===== src/rtl/ccd_pkg.sv =====
// Shared constants and types for the crank cut detector.
package ccd_pkg;
   localparam int          CLK_PERIOD_NS   = 100;
   localparam int          SEC_TICK_MS     = 1000;
   localparam int          TICK_CYCLES     = SEC_TICK_MS * 1000000 / CLK_PERIOD_NS;
   localparam int          MEAS_W          = 16;
   localparam int          SEC_W           = 8;
   localparam logic [7:0]  CRANK_MAX_S     = 8'h0F;
   localparam logic [7:0]  OIL_DELAY_DEF_S = 8'h02;
   localparam int          NUM_CAUSE       = 6;
   localparam int          NUM_MEAS        = 4;
   localparam int          CAUSE_TIMER     = 0;
   localparam int          CAUSE_VOLT      = 1;
   localparam int          CAUSE_FREQ      = 2;
   localparam int          CAUSE_RPM       = 3;
   localparam int          CAUSE_CHARGE    = 4;
   localparam int          CAUSE_OIL       = 5;
   localparam logic        OIL_SW_RST      = 1'b1;

   typedef enum logic [1:0] {
      ST_IDLE,
      ST_CRANK,
      ST_HOLD
   } ccd_state_e;
endpackage


===== src/rtl/ccd_timer_if.sv =====
// Control and status of one seconds timer.
`timescale 1ns/10ps
interface ccd_timer_if;
   logic                     clear;
   logic                     run;
   logic [ccd_pkg::SEC_W-1:0] limit;
   logic [ccd_pkg::SEC_W-1:0] secs;
   logic                     expired;

   modport owner (output clear, output run, output limit, input secs, input expired);
   modport timer (input clear, input run, input limit, output secs, output expired);
endinterface


===== src/rtl/ccd_thresh.sv =====
// Enabled greater-or-equal threshold compare.
`timescale 1ns/10ps
module ccd_thresh #(
   parameter int W = ccd_pkg::MEAS_W
) (
   input  wire logic         en,
   input  wire logic [W-1:0] value,
   input  wire logic [W-1:0] limit,
   output      logic         reached
);
   assign reached = en && (value >= limit);
endmodule // ccd_thresh


===== src/rtl/ccd_timer.sv =====
// Whole-second timer with a clock prescaler.
`timescale 1ns/10ps
module ccd_timer #(
   parameter int TICK_CYCLES = ccd_pkg::TICK_CYCLES
) (
   input  wire logic  clk,
   input  wire logic  rst_b,
   ccd_timer_if.timer t
);
   logic [31:0] pre;

   // Counting stops at the limit so the seconds field can never wrap.
   always_ff @(posedge clk or negedge rst_b) begin
      if (!rst_b) begin
         pre    <= 32'h0;
         t.secs <= 8'h00;
      end else if (t.clear) begin
         pre    <= 32'h0;
         t.secs <= 8'h00;
      end else if (t.run && !t.expired) begin
         if (pre == 32'(TICK_CYCLES - 1)) begin
            pre    <= 32'h0;
            t.secs <= t.secs + 8'h01;
         end else begin
            pre <= pre + 32'h1;
         end
      end
   end

   assign t.expired = (t.secs >= t.limit);
endmodule // ccd_timer


===== src/rtl/ccd_top.sv =====
// Crank termination logic: starter output and its cut conditions.
`timescale 1ns/10ps
module ccd_top #(
   parameter int W           = ccd_pkg::MEAS_W,
   parameter int TICK_CYCLES = ccd_pkg::TICK_CYCLES
) (
   input  wire logic                          clk,
   input  wire logic                          rst_b,
   input  wire logic                          crank_req,
   input  wire logic [W-1:0]                  l1_volt,
   input  wire logic [W-1:0]                  l1_freq,
   input  wire logic [W-1:0]                  eng_rpm,
   input  wire logic [W-1:0]                  chg_volt,
   input  wire logic [W-1:0]                  oil_press,
   input  wire logic                          oil_low_sw,
   input  wire logic [W-1:0]                  cut_volt_thr,
   input  wire logic [W-1:0]                  cut_freq_thr,
   input  wire logic [W-1:0]                  cut_rpm_thr,
   input  wire logic [W-1:0]                  cut_chg_thr,
   input  wire logic [W-1:0]                  oil_press_thr,
   input  wire logic [ccd_pkg::SEC_W-1:0]     crank_time_s,
   input  wire logic                          charge_connected,
   input  wire logic                          oil_cut_en,
   input  wire logic                          oil_sw_priority,
   input  wire logic                          oil_delay_load,
   input  wire logic [ccd_pkg::SEC_W-1:0]     oil_delay_s,
   output      logic                          crank_out,
   output      logic                          attempt_done,
   output      logic [ccd_pkg::NUM_CAUSE-1:0] cut_cause,
   output      logic [ccd_pkg::SEC_W-1:0]     oil_delay
);
   ccd_timer_if      crank_tmr ();
   ccd_timer_if      oil_tmr ();

   ccd_pkg::ccd_state_e state;
   ccd_pkg::ccd_state_e next_state;

   logic                          sw_meta;
   logic                          sw_low;
   logic                          sender_ok;
   logic                          oil_det;
   logic [ccd_pkg::NUM_CAUSE-1:0] cond;
   logic                          cut_any;
   logic [ccd_pkg::NUM_MEAS-1:0]  meas_en;
   logic [ccd_pkg::NUM_MEAS-1:0]  meas_hit;
   logic [W-1:0]                  meas_val [ccd_pkg::NUM_MEAS];
   logic [W-1:0]                  meas_thr [ccd_pkg::NUM_MEAS];

   // The switch is a field pin and passes two flip-flops; it resets to the low pressure state.
   always_ff @(posedge clk or negedge rst_b) begin
      if (!rst_b) begin
         sw_meta <= ccd_pkg::OIL_SW_RST;
         sw_low  <= ccd_pkg::OIL_SW_RST;
      end else begin
         sw_meta <= oil_low_sw;
         sw_low  <= sw_meta;
      end
   end

   assign meas_val[0] = l1_volt;
   assign meas_val[1] = l1_freq;
   assign meas_val[2] = eng_rpm;
   assign meas_val[3] = chg_volt;
   assign meas_thr[0] = cut_volt_thr;
   assign meas_thr[1] = cut_freq_thr;
   assign meas_thr[2] = cut_rpm_thr;
   assign meas_thr[3] = cut_chg_thr;
   assign meas_en     = {charge_connected, 3'h7};

   for (genvar i = 0; i < ccd_pkg::NUM_MEAS; i++) begin : g_meas
      ccd_thresh #(.W(W)) u_thr (
         .en      (meas_en[i]),
         .value   (meas_val[i]),
         .limit   (meas_thr[i]),
         .reached (meas_hit[i])
      );
   end

   ccd_thresh #(.W(W)) u_sender (
      .en      (!oil_sw_priority),
      .value   (oil_press),
      .limit   (oil_press_thr),
      .reached (sender_ok)
   );

   // A closed low pressure switch means no pressure, so pressure is its inverse.
   assign oil_det = oil_cut_en && (!sw_low || sender_ok);

   // Oil delay setting holds its default until loaded.
   always_ff @(posedge clk or negedge rst_b) begin
      if (!rst_b) begin
         oil_delay <= ccd_pkg::OIL_DELAY_DEF_S;
      end else if (oil_delay_load) begin
         oil_delay <= oil_delay_s;
      end
   end

   // Crank timer is held cleared outside an attempt, so each attempt starts from zero.
   assign crank_tmr.clear = (state != ccd_pkg::ST_CRANK);
   assign crank_tmr.run   = (state == ccd_pkg::ST_CRANK);
   assign crank_tmr.limit = (crank_time_s > ccd_pkg::CRANK_MAX_S) ? ccd_pkg::CRANK_MAX_S : crank_time_s;

   // The delay restarts whenever pressure is lost, so a flickering switch cannot add up.
   assign oil_tmr.clear = (state != ccd_pkg::ST_CRANK) || !oil_det;
   assign oil_tmr.run   = (state == ccd_pkg::ST_CRANK) && oil_det;
   assign oil_tmr.limit = oil_delay;

   ccd_timer #(.TICK_CYCLES(TICK_CYCLES)) u_crank_tmr (
      .clk   (clk),
      .rst_b (rst_b),
      .t     (crank_tmr.timer)
   );

   ccd_timer #(.TICK_CYCLES(TICK_CYCLES)) u_oil_tmr (
      .clk   (clk),
      .rst_b (rst_b),
      .t     (oil_tmr.timer)
   );

   // One bit per cause; the cause record and the OR below both read this vector.
   always_comb begin
      cond                       = '0;
      cond[ccd_pkg::CAUSE_TIMER] = crank_tmr.expired;
      cond[ccd_pkg::CAUSE_VOLT]  = meas_hit[0];
      cond[ccd_pkg::CAUSE_FREQ]  = meas_hit[1];
      cond[ccd_pkg::CAUSE_RPM]   = meas_hit[2];
      cond[ccd_pkg::CAUSE_CHARGE] = meas_hit[3];
      cond[ccd_pkg::CAUSE_OIL]   = oil_det && oil_tmr.expired;
   end

   assign cut_any = |cond;

   // A cut parks the machine in hold until the request goes away, so the starter cannot re-engage by itself.
   always_comb begin
      next_state = state;
      case (state)
         ccd_pkg::ST_IDLE: begin
            if (crank_req) begin
               next_state = ccd_pkg::ST_CRANK;
            end
         end
         ccd_pkg::ST_CRANK: begin
            if (!crank_req) begin
               next_state = ccd_pkg::ST_IDLE;
            end else if (cut_any) begin
               next_state = ccd_pkg::ST_HOLD;
            end
         end
         ccd_pkg::ST_HOLD: begin
            if (!crank_req) begin
               next_state = ccd_pkg::ST_IDLE;
            end
         end
         default: begin
            next_state = ccd_pkg::ST_IDLE;
         end
      endcase
   end

   always_ff @(posedge clk or negedge rst_b) begin
      if (!rst_b) begin
         state <= ccd_pkg::ST_IDLE;
      end else begin
         state <= next_state;
      end
   end

   // Outputs follow the next state so the starter drops on the same edge the cut is seen.
   always_ff @(posedge clk or negedge rst_b) begin
      if (!rst_b) begin
         crank_out    <= 1'b0;
         attempt_done <= 1'b0;
      end else begin
         crank_out    <= (next_state == ccd_pkg::ST_CRANK);
         attempt_done <= (next_state == ccd_pkg::ST_HOLD);
      end
   end

   // Every condition true at the cut edge is recorded; a new attempt clears the record.
   always_ff @(posedge clk or negedge rst_b) begin
      if (!rst_b) begin
         cut_cause <= '0;
      end else if (state == ccd_pkg::ST_IDLE && crank_req) begin
         cut_cause <= '0;
      end else if (state == ccd_pkg::ST_CRANK && crank_req && cut_any) begin
         cut_cause <= cond;
      end
   end

   // Helper: length of the current crank pulse in clock cycles.
   logic [39:0] crank_cyc;
   always_ff @(posedge clk or negedge rst_b) begin
      if (!rst_b) begin
         crank_cyc <= 40'h0;
      end else if (crank_out) begin
         crank_cyc <= crank_cyc + 40'h1;
      end else begin
         crank_cyc <= 40'h0;
      end
   end

   // Every enabled cut condition drops the starter at the next edge and keeps it off.
   chk_or_cut: assert property (@(posedge clk) disable iff (!rst_b)
      (state == ccd_pkg::ST_CRANK && crank_req && cut_any) |=> !crank_out && attempt_done)
      else $error("Crank not released on a cut condition.");

   chk_hold_off: assert property (@(posedge clk) disable iff (!rst_b)
      (state == ccd_pkg::ST_HOLD && crank_req) |=> !crank_out && attempt_done)
      else $error("Starter driven again before the request was released.");

   chk_abort_drop: assert property (@(posedge clk) disable iff (!rst_b)
      (state == ccd_pkg::ST_CRANK && !crank_req) |=> !crank_out && !attempt_done)
      else $error("Starter not dropped when the request was withdrawn.");

   chk_timer_cap: assert property (@(posedge clk) disable iff (!rst_b)
      crank_cyc <= 40'(TICK_CYCLES) * 40'(ccd_pkg::CRANK_MAX_S) + 40'h2)
      else $error("Crank lasted beyond the fifteen second cap.");

   // Voltage, frequency and speed at or above their thresholds each end the crank by itself; charge also needs charge_connected.
   chk_volt_cut: assert property (@(posedge clk) disable iff (!rst_b)
      (crank_out && state == ccd_pkg::ST_CRANK && l1_volt >= cut_volt_thr) |=> !crank_out)
      else $error("Voltage threshold did not cut the crank.");

   chk_freq_cut: assert property (@(posedge clk) disable iff (!rst_b)
      (crank_out && state == ccd_pkg::ST_CRANK && l1_freq >= cut_freq_thr) |=> !crank_out)
      else $error("Frequency threshold did not cut the crank.");

   chk_rpm_cut: assert property (@(posedge clk) disable iff (!rst_b)
      (crank_out && state == ccd_pkg::ST_CRANK && eng_rpm >= cut_rpm_thr) |=> !crank_out)
      else $error("Speed threshold did not cut the crank.");

   chk_charge_gate: assert property (@(posedge clk) disable iff (!rst_b)
      $rose(cut_cause[ccd_pkg::CAUSE_CHARGE]) |->
         $past(charge_connected) && ($past(chg_volt) >= $past(cut_chg_thr)))
      else $error("Charge cause set without enable or threshold.");

   // Oil pressure cuts only when enabled, and only once its delay has run out.
   chk_oil_enable: assert property (@(posedge clk) disable iff (!rst_b)
      $rose(cut_cause[ccd_pkg::CAUSE_OIL]) |-> $past(oil_cut_en))
      else $error("Oil cause set while oil cut disabled.");

   chk_oil_delay: assert property (@(posedge clk) disable iff (!rst_b)
      $rose(cut_cause[ccd_pkg::CAUSE_OIL]) |->
         $past(oil_det) && ($past(oil_tmr.secs) >= $past(oil_delay)))
      else $error("Oil cut before its delay elapsed.");

   chk_oil_default: assert property (@(posedge clk)
      $rose(rst_b) |-> oil_delay == ccd_pkg::OIL_DELAY_DEF_S)
      else $error("Oil delay not at its default after reset.");

   chk_delay_load: assert property (@(posedge clk) disable iff (!rst_b)
      oil_delay_load |=> oil_delay == $past(oil_delay_s))
      else $error("Oil delay setting not taken from the load strobe.");

   // The switch is judged at the pin two edges back, so a broken synchroniser cannot hide behind it.
   chk_switch_used: assert property (@(posedge clk) disable iff (!rst_b)
      (oil_cut_en && $past(rst_b, 2) && $past(rst_b) && !$past(oil_low_sw, 2)) |-> oil_det)
      else $error("Oil switch pressure ignored.");

   chk_sender_gate: assert property (@(posedge clk) disable iff (!rst_b)
      $rose(cut_cause[ccd_pkg::CAUSE_OIL]) |->
         !$past(sw_low) || (!$past(oil_sw_priority) && ($past(oil_press) >= $past(oil_press_thr))))
      else $error("Oil cut without switch pressure or an allowed sender reading.");

   chk_timer_restart: assert property (@(posedge clk) disable iff (!rst_b)
      $rose(crank_out) |-> crank_tmr.secs == 8'h00)
      else $error("Crank timer not restarted at attempt start.");

   chk_cause_clear: assert property (@(posedge clk) disable iff (!rst_b)
      $rose(crank_out) |-> cut_cause == '0)
      else $error("Cause record not cleared at attempt start.");

   // Main scenarios: timeout, a measured cut, a delayed oil cut, a charge cut and an abort.
   cov_timeout: cover property (@(posedge clk) disable iff (!rst_b)
      $rose(cut_cause[ccd_pkg::CAUSE_TIMER]));

   cov_volt: cover property (@(posedge clk) disable iff (!rst_b)
      $rose(cut_cause[ccd_pkg::CAUSE_VOLT]));

   cov_oil: cover property (@(posedge clk) disable iff (!rst_b)
      $rose(cut_cause[ccd_pkg::CAUSE_OIL]));

   cov_charge: cover property (@(posedge clk) disable iff (!rst_b)
      $rose(cut_cause[ccd_pkg::CAUSE_CHARGE]));

   cov_abort: cover property (@(posedge clk) disable iff (!rst_b)
      crank_out ##1 (!crank_out && !attempt_done));
endmodule // ccd_top


===== config.mk =====
export PLATFORM = sky130hd
export DESIGN_NAME = ccd_top
export DESIGN_NICKNAME = d
export VERILOG_FILES = /design/src/rtl/ccd_pkg.sv /design/src/rtl/ccd_timer_if.sv /design/src/rtl/ccd_thresh.sv /design/src/rtl/ccd_timer.sv /design/src/rtl/ccd_top.sv
export SDC_FILE = /design/constraint.sdc
export NUM_CORES = 1
export LEC_CHECK = 0
export BUFFER_PORTS_ARGS = -buffer_cell sky130_fd_sc_hd__buf_2
export CAP_MARGIN = 20
export CORE_MARGIN = 3
export CORE_UTILIZATION = 50
export DETAILED_ROUTE_END_ITERATION = 12
export GPL_ROUTABILITY_DRIVEN = 1
export PLACE_DENSITY = 0.8
export SYNTH_ARGS = -nofsm -noshare
export SYNTH_HDL_FRONTEND = slang
export SYNTH_HIERARCHICAL = 1
export SYNTH_SLANG_ARGS = --single-unit

===== constraint.sdc =====
create_clock -name clk -period 3.22 [get_ports clk]
set_input_delay 0.161 -clock clk [delete_from_list [all_inputs] [get_ports clk]]
set_output_delay 0.161 -clock clk [all_outputs]
set_load 0.01 [all_outputs]

==> flow_metrics.py, run 1 <==
metrics = {
    "setup_path": {
        "required_ns": 3.45,
        "arrival_ns": 2.93,
        "max_stage_delay_ns": 0.55,
        "end_kind": "flop",
        "crit_chain": "inv_1 -> ha_1 -> or4_4 -> a21oi_4 -> o311ai_4 -> buf_8 -> nor4_1 -> mux2_2",
        "startpoint_type": "flop",
        "worst-setup-path-type": "reg2reg",
        "cp_max_fo": 26,
        "cp_slowest_cell": "or4_4",
    },
    "routing": {
        "wl_mm": 22.30,
        "drc": 0,
        "firstDrtPassIters": 8,
        "vias": 8107,
        "routed_via_density": 5.770,
        "dr.first_iter.drc_count": 657,
        "wl_per_cell_um": 15.87,
        "ant_nets": 0,
    },
    "layout": {
        "layout_commonest_cell": "buf_2",
        "final_cell_mix": "198 x buf_2, 145 x inv_1, 100 x ha_1",
        "multi_input_area_um2": 5182,
        "layout-drive-gt1-share_pct": 25.15,
        "final_core_util_pct": 62.27,
        "ff_latch_area_um2": 2506,
        "fill_cells": 1384,
        "area_delta_synth_final_pct": 19.84,
        "nets": 1464,
    },
    "synthesis": {
        "synth_top_family_by_area": "simple AND/OR/NAND/NOR gates",
        "syn_area_um2": 8373,
        "yosys.cell_types.count": 58,
        "synth.mux.area_fraction_pct": 1.614,
        "synth_edf_count": 0,
        "synth_seq_area_share_pct": 29.93,
        "ys_warn_count": 6,
        "syn_inst": 978,
        "yosys.area_share.adder_pct": 14.94,
        "synth_xor_area_share_pct": 0.1046,
        "synthSimpleGateAreaFrac_pct": 24.96,
        "ys_ff_latch": 100,
        "synth_compound_gate_area_share_pct": 19.87,
        "ys_async_sr_fraction_pct": 100.0,
        "synth_area_per_cell_um2": 8.561,
        "ys.flop_type": "dfrtp_1",
    },
    "sta": {
        "drv_slew": 0,
        "rsz0062_at_grt": "no",
        "worstMarginPinSlew_ns": 0.8675,
        "hold_viol": 0,
        "skew_ns": 0.005092,
        "maxSlewHeadroom_pct": 42.17,
        "setup_tns_ns": 0,
        "setup_viol": 0,
        "whs_ns": 0.04778,
        "fin_ws_ns": 0.5151,
        "fin_crit_ns": 2.705,
        "min_period_over_period_pct": 84.00,
        "max_freq_mhz": 369.7,
    },
    "pwr": {
        "seqPwrFrac_pct": 40.6,
        "power_switching_share_pct": 29.57,
        "switching_power_uw": 967.0,
        "p_int_uw": 2303,
        "clock_power_share_pct": 36.3,
        "p_comb_share_pct": 23.1,
        "ir_worst_vdd_mv": 0.2530,
        "p_leak_uw": 0.004672,
        "finalPower_uw": 3270,
        "power.density_nw_per_um2": 325.9,
    },
    "clock_tree": {
        "post-cts-setup-buffers": 0,
        "cts_tree": "done",
        "cts_hold_repair.buffers": 2,
        "clk_latency_ns": 0.34,
        "cts.sinks": 100,
        "cts_resized": 0,
        "h-tree-depth": 3,
        "cts_buffers": 9,
        "clk_path_buf_depth": 2,
        "clockRootBuffer": "clkbuf_16",
        "clk_pin_slew_ns": 0.07,
    },
    "floorplanning": {
        "dieArea_um2": 18330,
        "start_util_pct": 51.96,
        "core_area_um2": 16120,
        "die_w_um": 135.4,
        "die_y_um": 135.4,
        "rows": 46,
        "pin_count": 200,
    },
    "place": {
        "place_ws_ns": 0.1295,
        "gp_congestion": 0.8411,
        "hpwl_mm": 17.21,
        "place.port_buffers": 199,
    },
    "hold_path": {
        "hold_path.class": "in2reg",
    },
    "global_routing": {
        "antenna_found_initial": 4,
        "grt_pass1_vias": 7683,
        "grt_start_max_net_pins": 67,
        "grt_pass1_wl_mm": 36.21,
        "gr-total-overflow": 0,
        "track_usage_pct": 23.90,
    },
    "flow_run": {
        "drv_cap": 0,
    },
    "outcome": {
        "status": "finished, final reports clean",
    },
}
==> sequential cells by signal, summed over array words and instances (netlist names) <==
| register | flops |
|---|---|
| u_crank_tmr/pre | 32 |
| u_oil_tmr/pre | 32 |
| oil_delay | 8 |
| u_crank_tmr/t.secs | 8 |
| u_oil_tmr/t.secs | 8 |
| cut_cause | 6 |
| state | 2 |
| attempt_done | 1 |
| crank_out | 1 |
| sw_low | 1 |
| sw_meta | 1 |
==> metrics by stage <==
stage	instances	area, µm²
finish	1405	10030
global route	1405	10030
detailed placement	1382	9664
floorplan	983	8392
global placement	1382	9664
CTS	1400	10010
==> synth_stat cells, drive strengths merged, types with 2 or more instances <==
library cell	instances	area [µm²]
inv	145	544.3
ha	100	1251
a21oi	98	513.0
dfrtp	97	2427
nand3	59	305.3
nand2	51	191.4
nand4	50	344.1
or3	45	281.5
o32ai	32	280.3
o21ai	30	150.1
nor2	26	100.1
or4	26	210.2
clkbuf	21	78.83
nor3	20	121.4
buf	15	87.58
o31ai	14	105.1
nand2b	13	81.33
nor4	13	123.9
a21o	12	90.09
mux2	12	135.1
o211ai	7	91.34
a31oi	6	37.54
and2	6	37.54
and3	6	37.54
and4	6	52.55
nand3b	6	45.04
or2	6	37.54
a211o	5	50.05
a211oi	5	37.54
a221oi	5	75.07
o41a	5	56.30
a311oi	4	35.03
nor2b	4	25.02
o311ai	4	70.07
or4b	4	40.04
dfstp	3	78.83
a41oi	2	17.52
conb	2	7.510
nand4b	2	17.52
nor4b	2	17.52
nor4bb	2	20.02
o211a	2	20.02
o21a	2	15.01
o311a	2	20.02
==> layout make-up <==
class,instances,share of cell area [%]
timing repair buffer,222,11.92
clock buffer,10,2.382
inverter,145,5.424
antenna,4,0.09975
clock inverter,6,0.8604
sequential,100,24.98
tap,216,2.693
multi-input combinational,702,51.65
==> critical path, delay by kind of cell (launching register included) <==
kind | cells | cell delay (ns)
buf+inv | 2 | 0.26
simple gates | 2 | 0.85
fa+ha+maj | 1 | 0.19
flops | 1 | 0.54
mux | 1 | 0.37
compound gates | 2 | 0.36
==> worst paths after layout <==
| kind | endpoint | cells past startpoint | slack, ns | from |
|---|---|---|---|---|
| min in group asynchronous | oil_delay[6] | 2 | 0.47 | rst_b |
| hold reg to reg | sw_low | 0 | 0.36 | sw_meta |
| hold / removal | oil_delay[7] | 2 | 0.05 | oil_delay_s[7] |
| setup reg to reg | u_oil_tmr/t.secs[5] | 8 | 0.52 | oil_delay[1] |
| max in group asynchronous | u_crank_tmr/pre[3] | 3 | 2.04 | rst_b |
| setup / recovery | u_oil_tmr/t.secs[5] | 8 | 0.52 | oil_delay[1] |
==> power by group through the flow <==
stage	Sequential [µW]	Combinational [µW]	Clock [µW]
floorplan	1350	457	0
global placement	1350	732	0
detailed placement	1350	750	0
CTS	1330	756	1210
global route	1330	852	1260
finish	1330	755	1190
==> kinds of logic after synthesis <==
| group | count (synthesis) |
|---|---|
| simple gates | 347 |
| compound gates | 235 |
| buf+inv | 181 |
| fa+ha+maj | 100 |
| flops | 100 |
| mux | 12 |
| other cells | 2 |
| xor+xnor | 1 |
==> metal layers <==
metal / GRT usage [%] / wire (µm) / vias to the layer above
li1: - / - / 4046
met1: 29.77 / 9246 / 3789
met2: 42.17 / 11180 / 238
met3: 3.900 / 1371 / 34
met4: 7.951 / 502 / 0
met5: 0 / 0 / -
Note: power is estimated with default switching activity, not from simulation.
==> inputs of run 2 (changes only) <==
==> constraint.sdc (replaced) <==
create_clock -name clk -period 2.5 [get_ports clk]
set_input_delay 0.125 -clock clk [delete_from_list [all_inputs] [get_ports clk]]
set_output_delay 0.125 -clock clk [all_outputs]
set_load 0.01 [all_outputs]
==> flow_metrics.py, run 2 (synthesis results as in run 1) <==
metrics = {
    "outcome": {
        "status": "finished, violations left",
        "failed_checks": "setup timing",
    },
    "place": {
        "dp.cells": 1427,
        "place.port_buffers": 199,
        "place_ws_ns": -0.3331,
        "hpwl_mm": 18.10,
        "dpl-instance-area_um2": 10050,
        "gp_congestion": 0.8718,
    },
    "pwr": {
        "clock_power_share_pct": 32.9,
        "power.density_nw_per_um2": 404.2,
        "power_switching_share_pct": 30.84,
        "ir_worst_vdd_mv": 0.3352,
        "p_comb_share_pct": 28.0,
        "p_leak_uw": 0.004995,
        "seqPwrFrac_pct": 39.0,
        "finalPower_uw": 4345,
        "p_int_uw": 3005,
        "switching_power_uw": 1340,
    },
    "clock_tree": {
        "cts.sinks": 100,
        "clockRootBuffer": "clkbuf_16",
        "cts_buffers": 9,
        "clk_latency_ns": 0.35,
        "h-tree-depth": 3,
        "cts_tree": "done",
        "clk_path_buf_depth": 2,
        "clk_pin_slew_ns": 0.07,
    },
    "global_routing": {
        "grt_start_max_net_pins": 62,
        "track_usage_pct": 26.02,
        "use_met3_pct": 4.681,
        "grt_pass1_vias": 8313,
        "grt.busiest_layer": "met2",
        "grt_pass1_wl_mm": 39.50,
        "grt_use_met1_pct": 32.38,
        "gr-total-overflow": 0,
        "grtUsageMet2_pct": 44.94,
        "antenna_found_initial": 3,
    },
    "setup_path": {
        "arrival_ns": 2.83,
        "cp_max_fo": 5,
        "end_kind": "flop",
        "worst-setup-path-type": "reg2reg",
        "startpoint_type": "flop",
        "required_ns": 2.77,
    },
    "sta": {
        "worstMarginPinSlew_ns": 0.6664,
        "drv_slew": 0,
        "hold_viol": 0,
        "rsz0062_at_grt": "yes",
        "fin_ws_ns": -0.05276,
        "setup_viol": 11,
        "min_period_over_period_pct": 102.1,
        "fin_crit_ns": 2.553,
        "skew_ns": 0.008920,
        "maxSlewHeadroom_pct": 55.17,
        "max_freq_mhz": 391.7,
    },
    "floorplanning": {
        "dieArea_um2": 18330,
        "pin_count": 200,
        "rows": 46,
        "start_util_pct": 51.96,
        "core_area_um2": 16120,
        "die_w_um": 135.4,
        "die_y_um": 135.4,
    },
    "routing": {
        "ant_nets": 0,
        "dr.first_iter.drc_count": 634,
        "wl_per_cell_um": 16.97,
        "drc": 0,
        "firstDrtPassIters": 5,
        "vias": 8762,
        "routed_via_density": 5.981,
        "wl_mm": 24.86,
    },
    "hold_path": {
        "hold_path.class": "in2reg",
    },
    "layout": {
        "final_cells": 1465,
        "layout-drive-gt1-share_pct": 30.74,
        "layout_commonest_cell": "buf_2",
        "fin_area_um2": 10750,
        "final_cell_mix": "199 x buf_2, 143 x inv_1, 99 x ha_1",
        "largest_registers": "u_crank_tmr/pre (32), u_oil_tmr/pre (32)",
        "nets": 1525,
        "final_core_util_pct": 66.71,
        "area_delta_synth_final_pct": 28.39,
    },
    "flow_run": {
        "drv_cap": 0,
    },
}
[run 2: power groups by stage]
stage | Sequential, µW | Combinational [µW] | Clock (µW)
floorplan | 1740 | 596 | 0
global placement | 1720 | 1060 | 0
detailed placement | 1730 | 1090 | 0
CTS | 1700 | 1150 | 1460
global route | 1700 | 1340 | 1530
finish | 1700 | 1220 | 1430
[run 2: path summary, 6_finish.rpt]
path	from	endpoint	slack, ns	depth (start not counted)
max in group asynchronous	rst_b	sw_low	1.40	3
setup / recovery	oil_delay[1]	u_oil_tmr/pre[11]	-0.05	9
setup reg to reg	oil_delay[1]	u_oil_tmr/pre[11]	-0.05	9
hold reg to reg	sw_meta	sw_low	0.36	0
min in group asynchronous	rst_b	u_oil_tmr/pre[11]	0.36	2
hold / removal	oil_delay_s[5]	oil_delay[5]	0.01	2
[run 2: through the flow]
step,TNS (ns),hold slack [ns]
3_5_place_dp,-10.77,0.1679
3_3_place_gp,-7.649,0.1697
6_report,-0.2375,0.01383
2_1_floorplan,0,-0.1706
4_1_cts,-0.003169,0.0003607
5_1_grt,-0.7163,0.007186
[run 2: per-layer routing]
layer | vias up | share of wire [%] | wire [µm]
met5 | - | 0 | 0
met4 | 0 | 2.5 | 630
met3 | 52 | 7.2 | 1785
met2 | 356 | 50 | 12550
met1 | 4173 | 40 | 9893
li1 | 4181 | - | -
[run 2: final cells by class]
cell class / count / area [µm²]
inverters: 145 / 546.8
clock buffers: 10 / 239.0
flip-flops and latches: 100 / 2506
repair buffers: 280 / 1700
fillers: 1317 / 5365
well taps: 216 / 270.3
multi-input cells: 705 / 5416
clock inverters: 6 / 63.81
diodes: 3 / 7.507
[run 2: worst max-delay path: stages (launching register included)]
cell and delay (ns):
dfstp_2 0.54, inv_2 0.04, ha_2 0.16, or4_4 0.53
a21oi_4 0.19, buf_4 0.15, buf_6 0.11, o311ai_4 0.15
or4_1 0.53, o21ai_0 0.08
[run 2: timing repair]
item / in CTS / in global routing
hold buffers: 3 / 0
endpoints found under the hold margin: 44 / 0
pin swaps: 11 / 13
setup endpoints to repair: 18 / 34
gates resized for setup: 14 / 28
gates cloned: 3 / 2
buffers inserted: 5 / 6
==> inputs of run 3 (changes only) <==
--- a/config.mk
+++ b/config.mk
@@ -11,7 +11,7 @@
 export CORE_UTILIZATION = 50
 export DETAILED_ROUTE_END_ITERATION = 12
 export GPL_ROUTABILITY_DRIVEN = 1
-export PLACE_DENSITY = 0.8
+export PLACE_DENSITY = 0.75
 export SYNTH_ARGS = -nofsm -noshare
 export SYNTH_HDL_FRONTEND = slang
 export SYNTH_HIERARCHICAL = 1
==> flow_metrics.py, run 3 (synthesis results as in run 1) <==
metrics = {
    "setup_path": {
        "cp_max_fo": 26,
        "path_buf_inv": 2,
        "cp_slowest_cell": "dfstp_2",
        "startpoint_type": "flop",
        "crit_family": "simple AND/OR/NAND/NOR gates",
        "required_ns": 2.79,
        "crit_chain": "inv_2 -> ha_2 -> or4_4 -> a21oi_4 -> o311ai_4 -> buf_12 -> or4_1 -> a21oi_2",
        "reg2reg_slack_ns": -0.02,
        "arrival_ns": 2.81,
        "reg2reg_to": "u_oil_tmr/t.secs[7]",
        "reg2reg_depth": 8,
        "worst-setup-path-type": "reg2reg",
        "reg2reg_from": "oil_delay[1]",
        "max_stage_delay_ns": 0.54,
        "end_kind": "flop",
    },
    "global_routing": {
        "grtUsageMet2_pct": 44.08,
        "use_met3_pct": 5.015,
        "gr-total-overflow": 0,
        "track_usage_pct": 25.51,
        "grt.busiest_layer": "met2",
        "grt_start_max_net_pins": 68,
        "antenna_found_initial": 6,
        "grt_pass1_vias": 8186,
        "grt_pass1_wl_mm": 38.61,
        "grt_use_met1_pct": 30.48,
    },
    "clock_tree": {
        "cts_tree": "done",
        "cts.sinks": 100,
        "h-tree-depth": 3,
        "clk_pin_slew_ns": 0.07,
        "clockRootBuffer": "clkbuf_16",
        "clk_latency_ns": 0.35,
        "clk_path_buf_depth": 2,
        "cts_buffers": 9,
    },
    "pwr": {
        "power.density_nw_per_um2": 399.6,
        "ir_worst_vdd_mv": 0.2946,
        "p_leak_uw": 0.004992,
    },
    "sta": {
        "setup_viol": 4,
        "skew_ns": 0.008997,
        "maxSlewHeadroom_pct": 62.79,
        "hold_viol": 0,
        "drv_slew": 0,
        "max_freq_mhz": 396.7,
        "fin_crit_ns": 2.521,
        "min_period_over_period_pct": 100.8,
        "rsz0062_at_grt": "yes",
        "worstMarginPinSlew_ns": 0.5582,
        "fin_ws_ns": -0.02097,
    },
    "floorplanning": {
        "die_w_um": 135.4,
        "dieArea_um2": 18330,
        "rows": 46,
        "start_util_pct": 51.96,
        "die_y_um": 135.4,
        "core_area_um2": 16120,
        "pin_count": 200,
    },
    "place": {
        "hpwl_mm": 18.51,
        "dp.cells": 1438,
        "dpl-instance-area_um2": 10160,
        "place_ws_ns": -0.2873,
        "gp_congestion": 0.9063,
        "place.port_buffers": 199,
    },
    "layout": {
        "largest_registers": "u_crank_tmr/pre (32), u_oil_tmr/pre (32)",
        "final_cell_mix": "198 x buf_2, 143 x inv_1, 99 x ha_1",
        "nets": 1525,
        "area_delta_synth_final_pct": 27.02,
        "layout-drive-gt1-share_pct": 29.86,
        "layout_commonest_cell": "buf_2",
        "fin_area_um2": 10640,
        "final_cells": 1468,
    },
    "outcome": {
        "failed_checks": "setup timing",
        "status": "finished, violations left",
    },
    "routing": {
        "routed_via_density": 5.753,
        "wl_per_cell_um": 16.12,
        "dr.first_iter.drc_count": 666,
        "ant_nets": 0,
        "drc": 0,
        "vias": 8445,
        "wl_mm": 23.66,
        "firstDrtPassIters": 8,
    },
    "hold_path": {
        "hp-start": "oil_delay_s[2]",
        "hold_depth": 2,
        "min_to": "oil_delay[2]",
        "hold_path.class": "in2reg",
    },
    "flow_run": {
        "drv_cap": 0,
    },
}
==> run 3: power breakdown <==
| part | switching (µW) | internal (µW) |
|---|---|---|
| Sequential | 29.8 | 1660 |
| Combinational | 636 | 496 |
| Clock | 622 | 803 |
==> run 3: timing repair <==
item	4_1_cts	5_1_grt
endpoints found under the setup margin	16	58
hold buffers	8	0
pin swaps	2	0
gates resized for setup	6	15
endpoints found under the hold margin	40	0
setup buffers	0	0
==> run 3: worst max path at each step <==
| stage | startpoint | end | depth (start not counted) |
|---|---|---|---|
| floorplan | crank_time_s[7] | u_crank_tmr/t.secs[5] | 10 |
| global placement | oil_press_thr[9] | u_oil_tmr/pre[13] | 14 |
| detailed placement | oil_press_thr[9] | u_oil_tmr/pre[13] | 14 |
| CTS | oil_delay[1] | u_oil_tmr/pre[13] | 8 |
| global route | oil_delay[1] | u_oil_tmr/t.secs[7] | 8 |
| finish | oil_delay[1] | u_oil_tmr/t.secs[7] | 8 |
==> run 3: routing by layer <==
| layer | wire, µm | share of wire (%) |
|---|---|---|
| met2 | 11450 | 48 |
| met1 | 9515 | 40 |
| met5 | 0 | 0 |
| met3 | 1751 | 7.4 |
| met4 | 948 | 4.0 |
==> run 3: stage by stage <==
| step | util [%] | total power [µW] | hold slack (ns) | setup TNS, ns |
|---|---|---|---|---|
| floorplan | - | 2333 | -0.1706 | 0 |
| global placement | 63.06 | 2804 | 0.1114 | -6.938 |
| detailed placement | 63.06 | 2832 | 0.1114 | -10.67 |
| CTS | 65.50 | 4282 | 0.006035 | -0.03388 |
| global route | 65.99 | 4493 | 0.002216 | -0.6186 |
| finish | 65.99 | 4250 | 0.01488 | -0.05598 |
==> run 3: area by class of cell <==
class / count / area [µm²]
antenna: 6 / 15.01
clock buffer: 12 / 246.5
clock inverter: 4 / 50.05
fill: 1358 / 5480
inverter: 145 / 544.3
multi-input combinational: 702 / 5286
sequential: 100 / 2507
tap: 216 / 270.3
timing repair buffer: 283 / 1715
